[src/logic/fwg_pkg.sv]
package fwg_pkg;
    // cpu-side address map
    localparam logic [15:0] FLASH_BASE      = 16'hc000;
    localparam logic [15:0] FLASH_LAST      = 16'hffff;
    localparam int          FLASH_BYTES     = 16384;
    localparam logic [15:0] CMD_CTRL_ADDR   = 16'h0fe0;
    localparam logic [15:0] STBY_CTRL_ADDR  = 16'h0fe1;
    // flash_command_control layout
    localparam int          CODE_LSB        = 4;
    localparam int          MUST_ONE_BIT    = 3;
    localparam logic [3:0]  CODE_ENABLE     = 4'h3;
    localparam logic [3:0]  CODE_PROTECT    = 4'hc;
    localparam logic [3:0]  CODE_RESET      = 4'hc;
    // flash_standby_control layout
    localparam int          STBY_BIT        = 0;
    localparam logic        STBY_RESET      = 1'b0;
    // host register port map
    localparam logic [3:0]  H_ADDR_DATA     = 4'h0;
    localparam logic [3:0]  H_DATA          = 4'h1;
    localparam logic [3:0]  H_GO            = 4'h2;
    localparam logic [3:0]  H_STATUS        = 4'h3;
    localparam logic [3:0]  H_ADDR          = 4'h4;
    localparam logic [3:0]  H_LOWPWR        = 4'h5;
    localparam int          GO_WRITE_BIT    = 0;
    localparam int          GO_FROM_RAM_BIT = 1;
    localparam int          GO_IRQ_BIT      = 2;
endpackage

[src/logic/fwg_if.sv]
`timescale 1ns/1ps
interface fwg_if;
    logic        bus_req;      // one-cycle access strobe
    logic        bus_we;
    logic [15:0] bus_addr;
    logic [7:0]  bus_wdata;
    logic        from_ram;     // access issued by code fetched from ram
    logic        irq_take;     // interrupt being taken
    logic        low_power;    // idle, sleep or stop mode level
    logic [7:0]  bus_rdata;
    logic        cmd_fire;     // accepted program/erase cycle
    logic        flash_stby;   // steady-state current cut
    modport dev  (input bus_req, bus_we, bus_addr, bus_wdata, from_ram, irq_take, low_power,
                  output bus_rdata, cmd_fire, flash_stby);
    modport cpu  (output bus_req, bus_we, bus_addr, bus_wdata, from_ram, irq_take, low_power,
                  input bus_rdata, cmd_fire, flash_stby);
endinterface

[src/logic/fwg_decode.sv]
`timescale 1ns/1ps
module fwg_decode (
    // address in
    input  wire logic [15:0] i_addr,
    // decode out
    output logic             o_is_flash,
    output logic             o_is_cmd,
    output logic             o_is_stby
);
    always_comb begin
        o_is_flash = (i_addr >= fwg_pkg::FLASH_BASE) && (i_addr <= fwg_pkg::FLASH_LAST);
        o_is_cmd   = (i_addr == fwg_pkg::CMD_CTRL_ADDR);
        o_is_stby  = (i_addr == fwg_pkg::STBY_CTRL_ADDR);
    end
endmodule

[src/logic/fwg_device.sv]
`timescale 1ns/1ps
// Overview of operation
// - program/erase accepted only with enable code
// - protect code blocks all command sequences
// - reset loads protect code
// - software writes only enable or protect
// - low four control bits read undefined
// - software always writes bit three one
// - keep protect code except when writing
// - low-power modes always cut flash current
// - ram code setting standby bit cuts current
// - standby set from flash code ignored
// - flash access clears standby bit
// - interrupt clears standby bit first
// - low-power entry clears standby bit
// - standby sequence runs from ram, interrupts off
// - ram code clears standby before returning
// - flash spans c000 to ffff
module fwg_device (
    // clock and reset
    input  wire logic i_core_clk,
    input  wire logic i_rst_b,
    // cpu link
    fwg_if.dev        bus,
    // flash array side
    output logic      o_cmd_enabled,
    output logic      o_array_powered
);
    typedef struct packed {
        logic [3:0] code;
        logic       stby;
        logic [7:0] rdata;
    } fwg_dev_state_t;

    fwg_dev_state_t st_r;
    fwg_dev_state_t st_nxt;
    logic           is_flash;
    logic           is_cmd;
    logic           is_stby;
    logic           cmd_en;

    fwg_decode u_dec (
        .i_addr     (bus.bus_addr),
        .o_is_flash (is_flash),
        .o_is_cmd   (is_cmd),
        .o_is_stby  (is_stby)
    );

    assign cmd_en = (st_r.code == fwg_pkg::CODE_ENABLE);

    always_comb begin
        st_nxt = st_r;
        if (bus.bus_req && bus.bus_we && is_cmd) begin
            st_nxt.code = bus.bus_wdata[fwg_pkg::CODE_LSB +: 4];
        end
        if (bus.bus_req && bus.bus_we && is_stby && bus.from_ram) begin
            st_nxt.stby = bus.bus_wdata[fwg_pkg::STBY_BIT];
        end
        // clears win: any of these drops the standby bit, but the array stays cut while low_power is high
        if (bus.bus_req && is_flash) begin
            st_nxt.stby = 1'b0;
        end
        if (bus.irq_take || bus.low_power) begin
            st_nxt.stby = 1'b0;
        end
        st_nxt.rdata = 8'h00;
        if (bus.bus_req && !bus.bus_we) begin
            if (is_cmd) begin
                // low nibble is don't-care; reads as zero here
                st_nxt.rdata = {st_r.code, 4'h0};
            end else if (is_stby) begin
                st_nxt.rdata = {7'h00, st_r.stby};
            end
        end
    end

    always_ff @(posedge i_core_clk) begin
        if (!i_rst_b) begin
            st_r.code  <= fwg_pkg::CODE_RESET;
            st_r.stby  <= fwg_pkg::STBY_RESET;
            st_r.rdata <= 8'h00;
        end else begin
            st_r <= st_nxt;
        end
    end

    // a flash write during command mode is passed to the array only when enabled
    assign bus.cmd_fire   = bus.bus_req && bus.bus_we && is_flash && cmd_en;
    assign bus.bus_rdata  = st_r.rdata;
    assign bus.flash_stby = st_r.stby || bus.low_power;
    assign o_cmd_enabled  = cmd_en;
    assign o_array_powered = !(st_r.stby || bus.low_power);
endmodule

[src/flat_wrapper.sv]
// flat-port wrapper written by rule: the top's interface ports become plain ports
module fwg_device_flat 
  (i_core_clk, i_rst_b, o_cmd_enabled, o_array_powered, bus_bus_req, bus_bus_we, bus_bus_addr, bus_bus_wdata, bus_from_ram, bus_irq_take, bus_low_power, bus_bus_rdata, bus_cmd_fire, bus_flash_stby);
  fwg_if bus_i ();
  input  wire logic i_core_clk;
  input  wire logic i_rst_b;
  output logic o_cmd_enabled;
  output logic o_array_powered;
  input wire logic [$bits(bus_i.bus_req)-1:0] bus_bus_req;
  input wire logic [$bits(bus_i.bus_we)-1:0] bus_bus_we;
  input wire logic [$bits(bus_i.bus_addr)-1:0] bus_bus_addr;
  input wire logic [$bits(bus_i.bus_wdata)-1:0] bus_bus_wdata;
  input wire logic [$bits(bus_i.from_ram)-1:0] bus_from_ram;
  input wire logic [$bits(bus_i.irq_take)-1:0] bus_irq_take;
  input wire logic [$bits(bus_i.low_power)-1:0] bus_low_power;
  output wire logic [$bits(bus_i.bus_rdata)-1:0] bus_bus_rdata;
  output wire logic [$bits(bus_i.cmd_fire)-1:0] bus_cmd_fire;
  output wire logic [$bits(bus_i.flash_stby)-1:0] bus_flash_stby;
  assign bus_i.bus_req = bus_bus_req;
  assign bus_i.bus_we = bus_bus_we;
  assign bus_i.bus_addr = bus_bus_addr;
  assign bus_i.bus_wdata = bus_bus_wdata;
  assign bus_i.from_ram = bus_from_ram;
  assign bus_i.irq_take = bus_irq_take;
  assign bus_i.low_power = bus_low_power;
  assign bus_bus_rdata = bus_i.bus_rdata;
  assign bus_cmd_fire = bus_i.cmd_fire;
  assign bus_flash_stby = bus_i.flash_stby;
  fwg_device u_core (.i_core_clk(i_core_clk), .i_rst_b(i_rst_b), .bus(bus_i), .o_cmd_enabled(o_cmd_enabled), .o_array_powered(o_array_powered));
endmodule
[config.mk]
export PLATFORM = sky130hd
export DESIGN_NAME = fwg_device_flat
export DESIGN_NICKNAME = d
export VERILOG_FILES = /design/src/logic/fwg_pkg.sv /design/src/logic/fwg_if.sv /design/src/logic/fwg_decode.sv /design/src/logic/fwg_device.sv /design/src/flat_wrapper.sv
export SDC_FILE = /design/constraint.sdc
export NUM_CORES = 1
export LEC_CHECK = 0
export ABC_AREA = 1
export BUFFER_PORTS_ARGS = -buffer_cell sky130_fd_sc_hd__buf_2
export CORE_MARGIN = 5
export CORE_UTILIZATION = 42
export DETAILED_ROUTE_END_ITERATION = 10
export PLACE_DENSITY = 0.87
export SYNTH_ARGS = -nofsm -noshare
export SYNTH_HDL_FRONTEND = slang
export SYNTH_SLANG_ARGS = --single-unit
[constraint.sdc]
create_clock -name i_core_clk -period 2.2 [get_ports i_core_clk]
set_input_delay 0.11 -clock i_core_clk [delete_from_list [all_inputs] [get_ports i_core_clk]]
set_output_delay 0.11 -clock i_core_clk [all_outputs]
set_load 0.01 [all_outputs]
==> Yosys cells after proc, flatten, opt, wreduce, memory -nomap -nowiden <==
Cells that the tools add are included.
{ "totals": {"reg_bits": 13, "in_bits": 31, "word_cells": 32} }
{ "classes": {"order_cmp": 2, "n_eq_ne": 3, "muxes": 2, "bitwise_logic": 3, "n_reduce_logical": 17} }
{ "ops": {"columns": ["cell", "count"], "rows": [
  ["== test 16 x 12 -> 1 bit, second input constant", 2],
  ["greater-or-equal comparator 16 bit, second input constant", 1],
  ["<= comparator 16 bit, second input constant", 1],
  ["logical AND 1 bit", 9],
  ["two-way mux 8 bit", 1],
  ["OR reduction 3 bit", 2],
  ["== test 4 x 2 -> 1 bit, second input constant", 1],
  ["OR reduction 4 bit", 1],
  ["NOT 1 bit", 3],
  ["logical NOT 1 bit", 2],
  ["logical OR 1 bit", 2],
  ["AND reduction 2 bit", 1],
  ["two-way mux 1 bit", 1]
]} }

==> Logic depth before layout (Yosys ltp) <==
{ "logic_depth": {"word_depth": 4, "depth_mapped": 8, "mapped_depth_nobuf": 8} }

==> By module <==
From an unflattened synthesis, not the netlist that was laid out.
{ "unflattened": {"hier_cells": 99, "hier_area_um2": 584.3} }
{ "modules_own_cells": {"columns": ["mod", "instances", "cells_per_inst", "area_each_um2", "seq_area_each_um2"], "rows": [
  ["fwg_device", 1, 69, 469.2, 200.2],
  ["fwg_decode", 1, 30, 115.1, 0.0]
]} }

==> Worst setup path before layout <==
OpenSTA, ideal clock, no wires.
{ "synth_path": {"path_kind": "input port to flip-flop", "from": "in bus_bus_addr[12]", "to": "reg u_core.st_r[11] (netlist bit)", "setup_ns": 0.120, "arrival_time_ns": 0.689, "required_ns": 2.080, "setup_slack_ns": 1.391, "path_stages": 6, "n_path_buf": 0, "cell_sequence": "nor2_1 nand2_2 nor2_8 nand3_4 nand2_1 nand3_1"} }
{ "synth_between": {"elab_chain_len": 2} }
{ "synth_lines": {"columns": ["item", "line", "source"], "rows": [
  ["from (decl)", "flat_wrapper.sv:11", "input wire logic [$bits(bus_i.bus_addr)-1:0] bus_bus_addr;"],
  ["== test 16 x 12 -> 1 bit", "fwg_decode.sv:12", "o_is_cmd = (i_addr == fwg_pkg::CMD_CTRL_ADDR);"],
  ["logical AND 1 bit", "fwg_device.sv:53", "if (bus.bus_req && bus.bus_we && is_cmd) begin"],
  ["to (signal assigned)", "fwg_device.sv:83", "st_r <= st_nxt;"],
  ["to (decl)", "fwg_device.sv:35", "fwg_dev_state_t st_r;"]
]} }
Every way passes these cells.
A chain may end at the register's enable or synchronous reset.

==> Worst setup path in the final report <==
{ "layout_path": {"from": "reg u_core.st_r[12] (netlist bit)", "to": "out bus_cmd_fire"} }
{ "layout_between": {"elab_chain_len": 2} }
{ "layout_lines": {"columns": ["item", "line", "source"], "rows": [
  ["== test 4 x 2 -> 1 bit", "fwg_device.sv:49", "assign cmd_en = (st_r.code == fwg_pkg::CODE_ENABLE);"],
  ["logical AND 1 bit", "fwg_device.sv:88", "assign bus.cmd_fire = bus.bus_req && bus.bus_we && is_flash && cmd_en;"],
  ["to (decl)", "flat_wrapper.sv:17", "output wire logic [$bits(bus_i.cmd_fire)-1:0] bus_cmd_fire;"]
]} }
Every way passes these cells.

==> impl_metrics.ini <==
[routing]
wire_per_inst_um = 9.63
wirelength_mm = 1.39
drt_iter0_markers = 6
via_count = 656
routed_via_density = 4.56
ant_nets = 0
firstDrtPassIters = 4
drcViolationCount = 0

[final_layout]
n_antenna_cell = 0
final_cell_area_um2 = 808
final_nets = 160
post-route-util_pct = 55.6
final_common_cell = buf_2
fill_cells = 159
final_layout_size_suffix_gt1_share_pct = 36.7
area_growth_pct = 29.5
final_cell_mix = buf_2 (36), inv_1 (20), nand2_1 (19)

[synthesis]
syn_avg_cell_area_um2 = 6.64
synth_area_um2 = 624
synthCells = 94
synth_cell_types = 16
yosysWarningCount = 0
ys_ff_latch = 10
ys_seq_area_share_pct = 32.1

[clock_tree]
cts.repair.resized = 0
h-tree-depth = 1
clk_latency_ns = 0.26
clock-sinks = 10
clk_path_buf_depth = 2
cts_hold_buffers = 0
cts_buffers = 3
cts_tree = built
cts-root-buf = clkbuf_4
path_clk_slew_ns = 0.06
post_cts.repair.setup_buffers = 0

[placed_design]
placed_cell_area_um2 = 772
dp_hpwl_mm = 1.22
gp_congestion = 0.746
io_buffers = 36

[power]
switchingPower_mw = 0.0857
cellLeakagePower_nw = 0.494
powerDensity_nw_per_um2 = 484
p_total_mw = 0.392
ir_worst_vdd_mv = 0.221
p_int_mw = 0.306
pwr-share-comb_pct = 13.4
pwr-share-clk_pct = 40.4
switching_share_pct = 21.9
power_frac_seq_pct = 46.2

[floorplan]
io_pins = 43
die_width_um = 48.6
die_area_um2 = 2360
core_area_um2 = 1450
die_h_um = 48.6
num_rows = 14
start_util_pct = 42.9

[job]
max-cap-violations = 0

[global_routing]
overflow = 0
antenna_found_initial = 0
grt_pass1_wl_mm = 2.24
grt_max_degree = 11
grtUsageTotal_pct = 12.0
first_global_vias = 571

[timing]
setup_viol = 0
clock.fmax_mhz = 896
setup_tns_ns = 0
period_needed_ns = 1.12
whs_ns = 0.0975
fin_skew_ns = 0.000810
drv_slew = 0
hold_viol = 0
rsz0062_at_grt = no
post-route-period-util_pct = 50.7

[critical_path]
worst_ep_arrival_time_ns = 1.01
crit_required_ns = 2.09
start_kind = flop
path_depth = 4
path_cells = inv_1 -> nand4_1 -> nor2_1 -> buf_2
critPathMaxFanout = 2
path_buf_inv = 2
cpPeakStageDelay_ns = 0.31
cp_slowest_cell = dfxtp_1
r2r_cells = 2
crit_path_end_kind = output pin
crit_type = flop to output pin
worstReg2RegStart = u_core.st_r[8]$_SDFFE_PP0P_
cp_top_family = flip-flops
r2r_slack_ns = 1.52
r2r_end = u_core.bus.bus_rdata[0]$_SDFF_PP0_

[min_path]
min_path_cells = 2
holdPathEnd = u_core.st_r[11]$_SDFFE_PN1P_
hold_path_class = input port to flop
hold_path.startpoint = i_rst_b

[outcome]
status = completed
[cell usage after synthesis (all sizes together)]
cell | number | area share, %
inv | 20 | 12
nor2 | 20 | 17
a31oi | 1 | 1.0
a211oi | 1 | 1.2
nand2 | 20 | 12
conb | 1 | 0.60
dfxtp | 10 | 32
nand3 | 7 | 8.4
buf | 8 | 9.6
nand4 | 6 | 6.0
[metal layers]
| layer | vias up | wire (um) | track usage [%] |
|---|---|---|---|
| met1 | 289 | 517 | 12.7 |
| li1 | 341 | - | - |
| met4 | 0 | 33 | 8.07 |
| met3 | 4 | 86 | 3.07 |
| met2 | 22 | 750 | 20.4 |
| met5 | - | 0 | 0 |
[worst register-to-register path: cells and delay by family, from the launching register on]
| kind | cells | cell delay (ns) |
|---|---|---|
| DFF | 1 | 0.35 |
| AOI/OAI and AO/OA | 1 | 0.19 |
| and+or+nand+nor | 1 | 0.06 |
[power by group through the flow]
stage / Clock [mW] / Combinational [mW] / Sequential [mW]
floorplan: 0 / 0.0247 / 0.185
global placement: 0 / 0.0496 / 0.185
detailed placement: 0 / 0.0525 / 0.185
CTS: 0.163 / 0.0526 / 0.181
global route: 0.177 / 0.0589 / 0.181
finish: 0.158 / 0.0524 / 0.181
[registers in the layout, indices dropped and copies added (netlist names)]
register and count:
u_core.bus.bus_rdata 5, u_core.st_r 5
[logic make-up after synthesis]
kind of cell	Yosys count	synth area share (%)
compound gates	2	2.21
flops	10	32.1
other cells	1	0.601
buf+inv	28	21.6
simple gates	53	43.5
[how the worst max path moves through the flow]
stage | startpoint | end | slack [ns]
after floorplan | bus_bus_addr[12] | u_core.st_r[11]$_SDFFE_PN1P_ | 1.39
final | u_core.st_r[12]$_SDFFE_PN1P_ | bus_cmd_fire | 1.08
after global routing | u_core.st_r[12]$_SDFFE_PN1P_ | bus_cmd_fire | 0.97
after CTS | u_core.st_r[12]$_SDFFE_PN1P_ | bus_cmd_fire | 1.06
after detailed placement | bus_bus_addr[2] | u_core.st_r[10]$_SDFFE_PN0P_ | 1.19
after global placement | bus_bus_addr[14] | u_core.st_r[11]$_SDFFE_PN1P_ | 1.22
[layout make-up]
cell class	count	area [um^2]	share of cell area, %
multi-input combinational	58	297	36.7
tap	16	20.0	2.48
inverter	20	75.1	9.29
clock buffer	4	36.3	4.49
sequential	10	200	24.8
timing repair buffer	36	180	22.3
[metrics by stage]
| step | setup WS (ns) | instances |
|---|---|---|
| 6_report | 1.08 | 144 |
| 5_1_grt | 0.968 | 144 |
| 4_1_cts | 1.06 | 144 |
| 3_5_place_dp | 1.19 | 140 |
| 3_3_place_gp | 1.22 | 140 |
| 2_1_floorplan | 1.39 | 96 |
No activity file was read; power rests on OpenSTA's default activity.
